<file path="src/design/iasu_pkg.sv">
package iasu_pkg;

  //////////////////////////////////////////////////////////////////////////////
  // Widths and register map.

  localparam int unsigned DATA_W = 32;
  localparam int unsigned ADDR_W = 12;

  localparam logic [11:0] OFF_FIRST_SRC = 12'h000;
  localparam logic [11:0] OFF_SECOND_SRC = 12'h004;
  localparam logic [11:0] OFF_COMMAND = 12'h008;
  localparam logic [11:0] OFF_RESULT = 12'h00c;
  localparam logic [11:0] OFF_FLAGS = 12'h010;
  localparam logic [11:0] OFF_STATUS = 12'h014;
  localparam logic [11:0] OFF_EXEC_COUNT = 12'h018;
  localparam logic [11:0] OFF_UNDEF_COUNT = 12'h01c;
  localparam logic [11:0] OFF_PREVIEW = 12'h020;

  localparam logic [31:0] DATA_RST = 32'h0000_0000;
  localparam logic [3:0] FLAGS_RST = 4'h0;
  localparam logic [3:0] INDEX_RST = 4'h0;

  //////////////////////////////////////////////////////////////////////////////
  // Register numbers and immediate limits.

  localparam logic [3:0] LOW_REG_MAX = 4'h7;
  localparam logic [3:0] REG_SP = 4'hd;
  localparam logic [3:0] REG_PC = 4'hf;
  localparam logic [9:0] IMM_MAX_BASE = 10'h3fc;
  localparam logic [9:0] IMM_MAX_SP = 10'h1fc;
  localparam logic [9:0] IMM_MAX_SMALL = 10'h007;
  localparam logic [9:0] IMM_MAX_BYTE = 10'h0ff;
  localparam logic [9:0] IMM_ZERO = 10'h000;

  //////////////////////////////////////////////////////////////////////////////
  // Types.

  typedef enum logic [3:0] {
    sum_with_carry_op = 4'h0,
    add_op = 4'h1,
    flagged_sum_op = 4'h2,
    negate_from_zero_op = 4'h3,
    difference_with_carry_op = 4'h4,
    sub_op = 4'h5,
    flagged_difference_op = 4'h6
  } iasu_op_t;

  typedef struct packed {
    logic [3:0] spare;
    logic [9:0] imm;
    logic rd_omit;
    logic use_imm;
    logic [3:0] second_source_operand;
    logic [3:0] first_source_operand;
    logic [3:0] rd;
    iasu_op_t op;
  } iasu_cmd_t;

  typedef struct packed {
    logic n;
    logic z;
    logic c;
    logic v;
  } iasu_flags_t;

  typedef struct packed {
    logic [3:0] rd;
    logic collide;
    logic wrote;
    logic undef;
  } iasu_status_t;

  typedef struct packed {
    logic [31:0] a;
    logic [31:0] b;
    logic cin;
  } iasu_addin_t;

  typedef struct packed {
    logic [31:0] first_src;
    logic [31:0] second_src;
    iasu_cmd_t cmd;
    logic [31:0] result;
    iasu_flags_t flags;
    iasu_status_t status;
    logic [31:0] exec_count;
    logic [31:0] undef_count;
    logic [3:0] rd_idx;
    logic rd_we;
    logic undef_pulse;
    logic pready;
    logic pslverr;
    logic [31:0] prdata;
  } iasu_state_t;

  //////////////////////////////////////////////////////////////////////////////
  // Helpers.

  function automatic logic is_low(input logic [3:0] r);
    return r <= LOW_REG_MAX;
  endfunction : is_low

  function automatic logic is_word_multiple(input logic [9:0] imm);
    return imm[1:0] == 2'b00;
  endfunction : is_word_multiple

  function automatic logic [31:0] merge_strb(input logic [31:0] old,
                                             input logic [31:0] wdata,
                                             input logic [3:0] strb);
    logic [31:0] m;
    m = old;
    for (int i = 0; i < 4; i++) begin
      if (strb[i]) begin
        m[i*8 +: 8] = wdata[i*8 +: 8];
      end
    end
    return m;
  endfunction : merge_strb

endpackage : iasu_pkg

</file>
<file path="src/design/iasu_adder.sv">
`timescale 1ns/1ps
module iasu_adder (
  input wire logic [31:0] a_i,
  input wire logic [31:0] b_i,
  input wire logic cin_i,
  output logic [31:0] sum_o,
  output logic carry_o,
  output logic ovf_o
);

  logic [32:0] full;

  assign full = {1'b0, a_i} + {1'b0, b_i} + {32'h0000_0000, cin_i};
  assign sum_o = full[31:0];
  // Unsigned carry out and signed overflow of the addition.
  assign carry_o = full[32];
  assign ovf_o = (a_i[31] == b_i[31]) && (sum_o[31] != a_i[31]);

endmodule : iasu_adder

</file>
<file path="src/design/iasu_legal.sv">
`timescale 1ns/1ps
module iasu_legal (
  input wire iasu_pkg::iasu_cmd_t cmd_i,
  output logic legal_o,
  output logic [3:0] rd_o
);

  logic [3:0] rn;
  logic [3:0] rm;
  logic [9:0] imm;
  logic base_ok;
  logic sp_ok;

  assign rn = cmd_i.first_source_operand;
  assign rm = cmd_i.second_source_operand;
  assign imm = cmd_i.imm;
  // A missing destination falls back to the first source.
  assign rd_o = cmd_i.rd_omit ? rn : cmd_i.rd;
  assign base_ok = iasu_pkg::is_low(rd_o)
                   && (rn == iasu_pkg::REG_SP || rn == iasu_pkg::REG_PC)
                   && imm <= iasu_pkg::IMM_MAX_BASE
                   && iasu_pkg::is_word_multiple(imm);
  assign sp_ok = rd_o == iasu_pkg::REG_SP && rn == iasu_pkg::REG_SP
                 && imm <= iasu_pkg::IMM_MAX_SP
                 && iasu_pkg::is_word_multiple(imm);

  always_comb begin
    legal_o = 1'b0;
    unique case (cmd_i.op)
      iasu_pkg::sum_with_carry_op, iasu_pkg::difference_with_carry_op: begin
        legal_o = !cmd_i.use_imm && iasu_pkg::is_low(rd_o)
                  && iasu_pkg::is_low(rn) && iasu_pkg::is_low(rm)
                  && rd_o == rn;
      end
      iasu_pkg::add_op: begin
        if (cmd_i.use_imm) begin
          legal_o = base_ok || sp_ok;
        end else begin
          legal_o = rd_o == rn
                    && !(rn == iasu_pkg::REG_PC && rm == iasu_pkg::REG_PC);
        end
      end
      iasu_pkg::flagged_sum_op, iasu_pkg::flagged_difference_op: begin
        if (cmd_i.use_imm) begin
          legal_o = iasu_pkg::is_low(rd_o) && iasu_pkg::is_low(rn)
                    && (imm <= iasu_pkg::IMM_MAX_SMALL
                        || (imm <= iasu_pkg::IMM_MAX_BYTE && rd_o == rn));
        end else begin
          legal_o = iasu_pkg::is_low(rd_o) && iasu_pkg::is_low(rn)
                    && iasu_pkg::is_low(rm);
        end
      end
      iasu_pkg::negate_from_zero_op: begin
        legal_o = cmd_i.use_imm && imm == iasu_pkg::IMM_ZERO
                  && iasu_pkg::is_low(rd_o) && iasu_pkg::is_low(rn);
      end
      iasu_pkg::sub_op: begin
        legal_o = cmd_i.use_imm && sp_ok;
      end
      default: begin
        legal_o = 1'b0;
      end
    endcase
  end

endmodule : iasu_legal

</file>
<file path="src/design/iasu_top.sv">
// The implementer's own choices: the APB interface to the registers and the register offsets.
`timescale 1ns/1ps
// Function
// - Carry-add sums both sources plus the carry flag, writes and sets NZCV.
// - Plain add sums source and register or immediate, flags untouched.
// - Flag-setting add gives the plain sum and also updates NZCV.
// - Negate computes zero minus the source, sets NZCV, immediate only #0.
// - Carry-subtract takes first minus second minus one more if carry set.
// - Plain subtract takes source minus immediate only, no flags.
// - Flag-setting subtract gives the plain difference and updates NZCV.
// - A missing destination means the first source is the destination.
// - Only the tabulated operand forms pass, most restricted to R0 to R7.
// - Plain register add allows R0 to R15, rd equals rn, not both PC.
// - Add on an SP or PC base writes a low register, immediate 0-1020 by 4.
// - SP adjust add and subtract use SP both ways, immediate 0-508 by 4.
// - Flagged immediates 0-7 any low pair, 0-255 only when rd equals rn.
// - Carry forms read the carry left by earlier flag-setting work.
module iasu_top (
  input wire logic ref_clk_i,
  input wire logic rst_n_i,
  input wire logic psel_i,
  input wire logic penable_i,
  input wire logic pwrite_i,
  input wire logic [11:0] paddr_i,
  input wire logic [31:0] pwdata_i,
  input wire logic [3:0] pstrb_i,
  output logic [31:0] prdata_o,
  output logic pready_o,
  output logic pslverr_o,
  input wire logic issue_valid_i,
  input wire iasu_pkg::iasu_cmd_t issue_cmd_i,
  input wire logic [31:0] issue_first_src_i,
  input wire logic [31:0] issue_second_src_i,
  output logic [31:0] result_o,
  output iasu_pkg::iasu_flags_t flags_o,
  output logic [3:0] rd_idx_o,
  output logic rd_we_o,
  output logic undef_o
);

  //////////////////////////////////////////////////////////////////////////////
  // State and bus qualifiers.

  iasu_pkg::iasu_state_t s_q;
  iasu_pkg::iasu_state_t s_d;

  logic apb_wait;
  logic apb_take;
  logic apb_wr;
  logic addr_hit;
  logic [31:0] rd_mux;
  logic cmd_wr;
  iasu_pkg::iasu_cmd_t apb_cmd;
  logic go;
  iasu_pkg::iasu_cmd_t x_cmd;
  logic [31:0] x_first;
  logic [31:0] x_second;
  logic x_legal;
  logic [3:0] x_rd;
  logic pv_legal;
  logic [3:0] pv_rd;
  iasu_pkg::iasu_addin_t add_in;
  logic [31:0] sum;
  logic carry;
  logic ovf;

  // The slave inserts one wait cycle so that read data comes from a flop.
  assign apb_wait = psel_i && penable_i && !s_q.pready;
  assign apb_take = psel_i && penable_i && s_q.pready;
  assign apb_wr = apb_take && pwrite_i && addr_hit;

  //////////////////////////////////////////////////////////////////////////////
  // Address decode.

  function automatic logic is_mapped(input logic [11:0] addr);
    logic hit;
    hit = 1'b0;
    unique case (addr)
      iasu_pkg::OFF_FIRST_SRC,
      iasu_pkg::OFF_SECOND_SRC,
      iasu_pkg::OFF_COMMAND,
      iasu_pkg::OFF_RESULT,
      iasu_pkg::OFF_FLAGS,
      iasu_pkg::OFF_STATUS,
      iasu_pkg::OFF_EXEC_COUNT,
      iasu_pkg::OFF_UNDEF_COUNT,
      iasu_pkg::OFF_PREVIEW: begin
        hit = 1'b1;
      end
      default: begin
        hit = 1'b0;
      end
    endcase
    return hit;
  endfunction : is_mapped

  assign addr_hit = is_mapped(paddr_i);

  always_comb begin
    rd_mux = iasu_pkg::DATA_RST;
    unique case (paddr_i)
      iasu_pkg::OFF_FIRST_SRC: begin
        rd_mux = s_q.first_src;
      end
      iasu_pkg::OFF_SECOND_SRC: begin
        rd_mux = s_q.second_src;
      end
      iasu_pkg::OFF_COMMAND: begin
        rd_mux = s_q.cmd;
      end
      iasu_pkg::OFF_RESULT: begin
        rd_mux = s_q.result;
      end
      iasu_pkg::OFF_FLAGS: begin
        rd_mux = {28'h000_0000, s_q.flags};
      end
      iasu_pkg::OFF_STATUS: begin
        rd_mux = {25'h000_0000, s_q.status};
      end
      iasu_pkg::OFF_EXEC_COUNT: begin
        rd_mux = s_q.exec_count;
      end
      iasu_pkg::OFF_UNDEF_COUNT: begin
        rd_mux = s_q.undef_count;
      end
      iasu_pkg::OFF_PREVIEW: begin
        rd_mux = {24'h00_0000, pv_rd, 3'b000, pv_legal};
      end
      default: begin
        rd_mux = iasu_pkg::DATA_RST;
      end
    endcase
  end

  //////////////////////////////////////////////////////////////////////////////
  // Command selection.

  // The decode-stage port wins a same-cycle clash; the bus command is then
  // stored but not run, which software sees in the status register.
  assign cmd_wr = apb_wr && paddr_i == iasu_pkg::OFF_COMMAND;
  assign apb_cmd = iasu_pkg::iasu_cmd_t'(
    iasu_pkg::merge_strb(s_q.cmd, pwdata_i, pstrb_i));
  assign go = issue_valid_i || cmd_wr;
  assign x_cmd = issue_valid_i ? issue_cmd_i : apb_cmd;
  assign x_first = issue_valid_i ? issue_first_src_i : s_q.first_src;
  assign x_second = issue_valid_i ? issue_second_src_i : s_q.second_src;

  iasu_legal u_legal (
    .cmd_i(x_cmd),
    .legal_o(x_legal),
    .rd_o(x_rd)
  );

  // A second checker judges the stored command, which software reads at the preview offset.
  iasu_legal u_preview (
    .cmd_i(s_q.cmd),
    .legal_o(pv_legal),
    .rd_o(pv_rd)
  );

  //////////////////////////////////////////////////////////////////////////////
  // Operand steering into the single adder.

  function automatic iasu_pkg::iasu_addin_t steer(
    input iasu_pkg::iasu_cmd_t cmd,
    input logic [31:0] first,
    input logic [31:0] second,
    input logic carry_in
  );
    iasu_pkg::iasu_addin_t r;
    logic [31:0] opnd;
    opnd = cmd.use_imm ? {22'h00_0000, cmd.imm} : second;
    r.a = first;
    r.b = opnd;
    r.cin = 1'b0;
    unique case (cmd.op)
      iasu_pkg::sum_with_carry_op: begin
        r.b = second;
        r.cin = carry_in;
      end
      iasu_pkg::add_op, iasu_pkg::flagged_sum_op: begin
        r.cin = 1'b0;
      end
      iasu_pkg::negate_from_zero_op: begin
        r.a = iasu_pkg::DATA_RST;
        r.b = ~first;
        r.cin = 1'b1;
      end
      iasu_pkg::difference_with_carry_op: begin
        // One more is taken off while carry is set, so the carry-in is its
        // inverse.
        r.b = ~second;
        r.cin = ~carry_in;
      end
      iasu_pkg::sub_op, iasu_pkg::flagged_difference_op: begin
        r.b = ~opnd;
        r.cin = 1'b1;
      end
      default: begin
        r.cin = 1'b0;
      end
    endcase
    return r;
  endfunction : steer

  function automatic logic sets_flags(input iasu_pkg::iasu_op_t op);
    return op == iasu_pkg::sum_with_carry_op
           || op == iasu_pkg::flagged_sum_op
           || op == iasu_pkg::negate_from_zero_op
           || op == iasu_pkg::difference_with_carry_op
           || op == iasu_pkg::flagged_difference_op;
  endfunction : sets_flags

  assign add_in = steer(x_cmd, x_first, x_second, s_q.flags.c);

  iasu_adder u_adder (
    .a_i(add_in.a),
    .b_i(add_in.b),
    .cin_i(add_in.cin),
    .sum_o(sum),
    .carry_o(carry),
    .ovf_o(ovf)
  );

  //////////////////////////////////////////////////////////////////////////////
  // Next state.

  always_comb begin
    s_d = s_q;
    s_d.rd_we = 1'b0;
    s_d.undef_pulse = 1'b0;
    s_d.pready = 1'b0;
    s_d.pslverr = 1'b0;
    s_d.prdata = iasu_pkg::DATA_RST;
    if (apb_wait) begin
      s_d.pready = 1'b1;
      s_d.pslverr = !addr_hit;
      s_d.prdata = pwrite_i ? iasu_pkg::DATA_RST : rd_mux;
    end
    if (apb_wr) begin
      unique case (paddr_i)
        iasu_pkg::OFF_FIRST_SRC: begin
          s_d.first_src = iasu_pkg::merge_strb(s_q.first_src, pwdata_i,
                                               pstrb_i);
        end
        iasu_pkg::OFF_SECOND_SRC: begin
          s_d.second_src = iasu_pkg::merge_strb(s_q.second_src, pwdata_i,
                                                pstrb_i);
        end
        iasu_pkg::OFF_COMMAND: begin
          s_d.cmd = apb_cmd;
        end
        iasu_pkg::OFF_FLAGS: begin
          if (pstrb_i[0]) begin
            s_d.flags = pwdata_i[3:0];
          end
        end
        default: begin
          s_d.cmd = s_q.cmd;
        end
      endcase
    end
    if (go) begin
      s_d.status.rd = x_rd;
      s_d.status.collide = issue_valid_i && cmd_wr;
      s_d.status.wrote = x_legal;
      s_d.status.undef = !x_legal;
      if (x_legal) begin
        s_d.result = sum;
        s_d.rd_idx = x_rd;
        s_d.rd_we = 1'b1;
        s_d.exec_count = s_q.exec_count + 32'h0000_0001;
        // Plain add and subtract leave the flags alone.
        if (sets_flags(x_cmd.op)) begin
          s_d.flags.n = sum[31];
          s_d.flags.z = sum == iasu_pkg::DATA_RST;
          s_d.flags.c = carry;
          s_d.flags.v = ovf;
        end
      end else begin
        s_d.undef_pulse = 1'b1;
        s_d.undef_count = s_q.undef_count + 32'h0000_0001;
      end
    end
  end

  //////////////////////////////////////////////////////////////////////////////
  // Registers.

  always_ff @(posedge ref_clk_i or negedge rst_n_i) begin
    if (!rst_n_i) begin
      s_q.first_src <= iasu_pkg::DATA_RST;
      s_q.second_src <= iasu_pkg::DATA_RST;
      s_q.cmd <= iasu_pkg::iasu_cmd_t'(iasu_pkg::DATA_RST);
      s_q.result <= iasu_pkg::DATA_RST;
      s_q.flags <= iasu_pkg::FLAGS_RST;
      s_q.status <= 7'h00;
      s_q.exec_count <= iasu_pkg::DATA_RST;
      s_q.undef_count <= iasu_pkg::DATA_RST;
      s_q.rd_idx <= iasu_pkg::INDEX_RST;
      s_q.rd_we <= 1'b0;
      s_q.undef_pulse <= 1'b0;
      s_q.pready <= 1'b0;
      s_q.pslverr <= 1'b0;
      s_q.prdata <= iasu_pkg::DATA_RST;
    end else begin
      s_q <= s_d;
    end
  end

  assign prdata_o = s_q.prdata;
  assign pready_o = s_q.pready;
  assign pslverr_o = s_q.pslverr;
  assign result_o = s_q.result;
  assign flags_o = s_q.flags;
  assign rd_idx_o = s_q.rd_idx;
  assign rd_we_o = s_q.rd_we;
  assign undef_o = s_q.undef_pulse;

endmodule : iasu_top

</file>
<file path="config.mk">
export PLATFORM = sky130hd
export DESIGN_NAME = iasu_top
export DESIGN_NICKNAME = d
export VERILOG_FILES = /design/src/design/iasu_pkg.sv /design/src/design/iasu_adder.sv /design/src/design/iasu_legal.sv /design/src/design/iasu_top.sv
export SDC_FILE = /design/constraint.sdc
export NUM_CORES = 1
export LEC_CHECK = 0
export BUFFER_PORTS_ARGS = -buffer_cell sky130_fd_sc_hd__buf_2
export CORE_ASPECT_RATIO = 0.5
export CORE_MARGIN = 2
export CORE_UTILIZATION = 40
export CTS_BUF_LIST = sky130_fd_sc_hd__clkbuf_2 sky130_fd_sc_hd__clkbuf_4 sky130_fd_sc_hd__clkbuf_8
export DETAILED_ROUTE_END_ITERATION = 8
export GPL_TIMING_DRIVEN = 0
export PLACE_DENSITY = 0.64
export SLEW_MARGIN = 25
export SYNTH_ARGS = -nofsm -noshare
export SYNTH_HDL_FRONTEND = slang
export SYNTH_SLANG_ARGS = --single-unit
export TNS_END_PERCENT = 30
</file>
<file path="constraint.sdc">
create_clock -name ref_clk_i -period 12.2 [get_ports ref_clk_i]
set_input_delay 0 -clock ref_clk_i [delete_from_list [all_inputs] [get_ports ref_clk_i]]
set_output_delay 0 -clock ref_clk_i [all_outputs]
set_load 0.01 [all_outputs]
</file>
Word-level counts from Yosys, hierarchy flattened
Index checks and enable logic that the tools add are counted. W data, S select, Z words.

Multiplexer cells: 33. Shift-type cells: 0. $add $sub $neg: 4. Magnitude comparators: 14. Equal/unequal tests: 32. Bitwise operators: 5. Div/mod/pow operators: 0. Multiply operators: 0. Reductions and logical operators: 92.

Operator list (count): $pmux W32 S9 (1); $mux W32 (7); $pmux W32 S4 (1); $not A32 Y32 (3); $mux W81 (1); $add A32 B1 Y32 const B (2); $eq A12 B5 Y1 const B (4); $logic_and A1 B1 Y1 (48); $mux W34 (1); $add A32 B32 Y33 (1); $add A33 B1 Y33 (1); $eq A4 B4 Y1 const B (8); $logic_not A32 Y1 (1); $mux W8 (4); $mux W28 (1); $mux W4 (7); $eq A12 B4 Y1 const B (2); $eq A4 B3 Y1 const B (6); $le A4 B3 Y1 const B (6); $reduce_and A3 Y1 (8); $le A10 B10 Y1 const B (2); $le A10 B3 Y1 const B (2); $le A10 B8 Y1 const B (2); $le A10 B9 Y1 const B (2); other kinds (22) (59).

Flip-flop bits (word level): 243. RAM bits: 0. Output and inout port bits: 76. ROM bits: 0. Memories kept: 0. Latch bits: 0. Logic and storage cells: 213. Input bits: 150.

Longest topological paths before layout
Depth in word-level cells: 12. Mapped depth: 23. Depth with buffers taken out: 19.

Hierarchy
Synthesis repeated with hierarchy kept, for this count alone.

Cell total of the unflattened synthesis: 1624. Area, all modules: 16319.4 µm².

By module, submodules not included: iasu_top (sequential area each 6080.8 µm², area an instance 14036.0 µm², times used 1, cells an instance 1303); iasu_adder (sequential area each 0.0 µm², area an instance 1730.4 µm², times used 1, cells an instance 239); iasu_legal (sequential area each 0.0 µm², area an instance 276.5 µm², times used 2, cells an instance 41).

Least setup slack after synthesis
Ideal clock, no wire load.

Kind: input -> register. Start: input issue_valid_i. End: register s_q (netlist bit flags_o[2]). Stages: 19. Library setup time: 76 ps. Arrival time: 4689 ps. Slack: 7435 ps. Path buffers: 6. Path through: buf_4 -> buf_6 -> buf_2 -> buf_2 -> buf_1 -> buf_1 -> o21ai_0 -> a222oi_1 -> o41ai_1 -> fa_1 -> a21o_1 -> a221oi_1 -> o21a_1 -> o21a_1 -> o41ai_1 -> a211o_1 -> a2111oi_0 -> nand4_1 -> o21ai_1.

RTL lines: start: declaration (RTL line iasu_top.sv:30) `input wire logic issue_valid_i,`; end: declaration (RTL line iasu_top.sv:44) `iasu_pkg::iasu_state_t s_q;`.

==> flow_summary.toml <==
[critical_path]
crit_slowest_cell = "a221oi_1"
critPathTopFamily = "compound AO/OA/AOI/OAI gates"
critPathMaxStageDelay_ns = 0.57
crit_type = "reg2reg"
critPathMaxFanout = 10
path_cells = "mux2i_1 > o21ai_0 > clkbuf_1 > nor3_1 > clkbuf_1 > buf_1 > a222oi_1 > o41ai_1 > fa_1 > a21o_1 > a221oi_1 > o21a_1 > o21a_1 > o41ai_1 > a211o_1 > a2111oi_0 > nand4_1 > o21ai_1"
critPathRequiredTime_ns = 12.70
critPathLaunchType = "flip-flop"
cp_num_buf_inv = 3
critical_path_arrival_ns = 6.89
worstSetupEndpointType = "flip-flop"

[clock_tree]
cts_sinks = 243
worstSkewPairLatency_ns = 0.59
cts-root-buf = "clkbuf_8"
cts-buffers-inserted = 41
cts_tree = "built"
postCtsSetupBuffers = 0
clkSlewWorstSetupHoldPaths_ns = 0.07
clockBufferDepth = 3
htreeDepth = 2
cts-hold-fix-buffers = 40
cts_resized = 0

[sta]
tightestPinTransition_ns = 1.02
final_max_slew_viol_count = 0
holdWs_ns = -0.0172
finalCritPeriodShare = 0.524
finalHoldViolCount = 19
tns_ns = 0
finClkSkew_ns = 0.0240
setup_ws_ns = 5.81
finalSetupViolCount = 0
max_freq_ghz = 0.156
rsz0062_at_grt = "no"
finalWorstPathRequiredPeriod_ns = 6.39
relSlewSlack = 0.316

[job]
cap_viol_max_count = 0

[power_and_ir_drop]
p_leak_nw = 9.40
vdd_drop_max_mv = 0.0587
cellPowerDensity_nw_per_um2 = 129
finalPower_w = 0.00259

[detailed_routing]
vias = 15800
ant_nets = 0
drt_iter0_drc = 2100
viasPerCell = 5.85
avgRoutedWirePerCell_um = 23.5
dr.pass1.iters = 6
wl_um = 63300
remaining_drc_errors = 0

[finish]
seq_area_sq_um = 6080
multi_input_area_sq_um = 9770
fin_cells = 2699
area.growth.synth_to_final_pct = 18.7
drive_gt1_frac = 0.277
nNetsFinal = 2274
nFillCells = 4035

[placement]
place.detailed.hpwl_um = 49500
globalplace.congestion = 0.981
dp.cells = 2583
dp_worst_setup_slack_ns = 5.83
io_buffer_count = 215

[outcome]
violations = "hold timing"
outcome = "finished with violations"

[synth]
ys_seq_area_frac = 0.358
netlist_instances = 1789
syn_area_sq_um = 17000
syn_nets = 1974
synthFlopType = "dfrtp_1"
yosys_register_bits = 243
netlist-cell-type-count = 84
async_flop_share = 1.00
synth_warnings = 0
avgSynthCellArea_sq_um = 9.49
synth_edf_count = 0

[floorplanning]
initial_core_util = 0.405
core_sq_um = 41900
dieWidth_um = 295
die_h_um = 150
die_area_sq_um = 44200
num_rows = 53
ios = 226

[global_routing]
grt_pass1_wl_um = 93300
gr-usage-all-layers = 0.283
gr-total-overflow = 0
antenna_found_initial = 0
grt_pass1_vias = 15000
grt_max_degree = 90

[hold_path]
hold_class = "in2async"
==> path summary, 6_finish.rpt <==
check / start / end / slack (ns) / depth (start not counted)
worst max-delay path: s_q[149]$_DFFE_PN0P_ / flags_o[2]$_DFF_PN0_ / 5.81 / 18
worst min-delay path: rst_n_i / result_o[8]$_DFFE_PN0P_ / -0.02 / 2
worst max register to register: s_q[149]$_DFFE_PN0P_ / flags_o[2]$_DFF_PN0_ / 5.81 / 18
worst min register to register: s_q[103]$_DFFE_PN0P_ / s_q[103]$_DFFE_PN0P_ / 0.48 / 1
max in group asynchronous: rst_n_i / s_q[52]$_DFFE_PN0P_ / 11.31 / 3
min in group ref_clk_i: issue_first_src_i[31] / flags_o[0]$_DFF_PN0_ / 0.11 / 5
==> registers in the layout (all words and copies together) (netlist names), 4 cells and up <==
name      cells
rd_idx_o      4
s_q         167
flags_o       4
prdata_o     32
result_o     32
==> metal layers <==
layer,routed length [um],track usage,vias to the layer above
met3,5730,0.0538,135
met4,2210,0.0987,0
met1,27000,0.393,7808
li1,-,-,7109
met2,28400,0.442,738
met5,0,0,-
==> placed cells by master (no fill, tap or decap), drive strengths merged, types with 7 or more instances in the layout <==
cell type and n:
buf 332, dfrtp 243, nand2 210, mux2 157
clkbuf 126, nor2 104, mux2i 104, xnor2 96
a22oi 68, o21ai 62, a21oi 52, nand4 42
dlygate4sd3 40, a31oi 39, nand3 38, and3 34
ha 33, nor4 28, xor2 25, inv 25
and2 22, nor3 21, a222oi 16, a21o 16
o21a 15, clkinv 14, o221ai 13, o41ai 12
and4 11, o211ai 9, nand2b 9, nor2b 8
o22ai 7, a211oi 7, or4 7
==> metrics by stage <==
stage	cell area (sq um)	utilization
final	20100	0.481
after global routing	20100	0.481
after CTS	20100	0.481
after detailed placement	18800	0.450
after global placement	18800	0.448
after floorplan	17000	-
==> kinds of logic after synthesis <==
logic type      count (synthesis)  synth area share
compound gates                359             0.148
buf+inv                       208            0.0665
simple gates                  562             0.171
xor+xnor                      121            0.0629
flops                         243             0.358
fa+ha+maj                      35            0.0267
mux                           261             0.167
==> cells in the mapped netlist, types with 16 or more instances <==
cell      number  share of area
buf_2         17         0.0050
nor4_2        17          0.013
xor2_1        25          0.013
and3_1        34          0.013
nand3_1       38          0.011
xnor2_1       95          0.049
mux2i_1      102          0.060
ha_1          33          0.024
a21o_1        16         0.0071
a22oi_1       67          0.030
o21ai_0       55          0.016
nor3_1        19         0.0056
and2_1        20         0.0074
a222oi_1      16         0.0094
clkbuf_1      69          0.015
nand2_1      210          0.046
a21oi_1       52          0.015
inv_1         23         0.0051
buf_4         79          0.035
a31oi_1       39          0.014
nand4_1       41          0.015
nor2_1       104          0.023
dfrtp_1      243           0.36
mux2_2       151           0.10
==> power by group <==
part | switching, W | internal, W | total, W | leakage [nW]
registers | 0.000116 | 0.000881 | 0.000997 | 3.27
logic | 0.000451 | 0.000327 | 0.000779 | 5.65
clock network | 0.000371 | 0.000447 | 0.000818 | 0.485
total | 0.000938 | 0.00165 | 0.00259 | 9.40
==> cell type report <==
| class | count | share of cell area |
|---|---|---|
| sequential | 243 | 0.302 |
| buffer | 184 | 0.0515 |
| antenna | 1 | 0.000124 |
| tap | 577 | 0.0358 |
| clock inverter | 18 | 0.00745 |
| multi-input combinational | 1338 | 0.485 |
| timing repair buffer | 257 | 0.0765 |
| inverter | 24 | 0.00447 |
| clock buffer | 57 | 0.0374 |
Note: power is estimated with default switching activity, not from simulation.
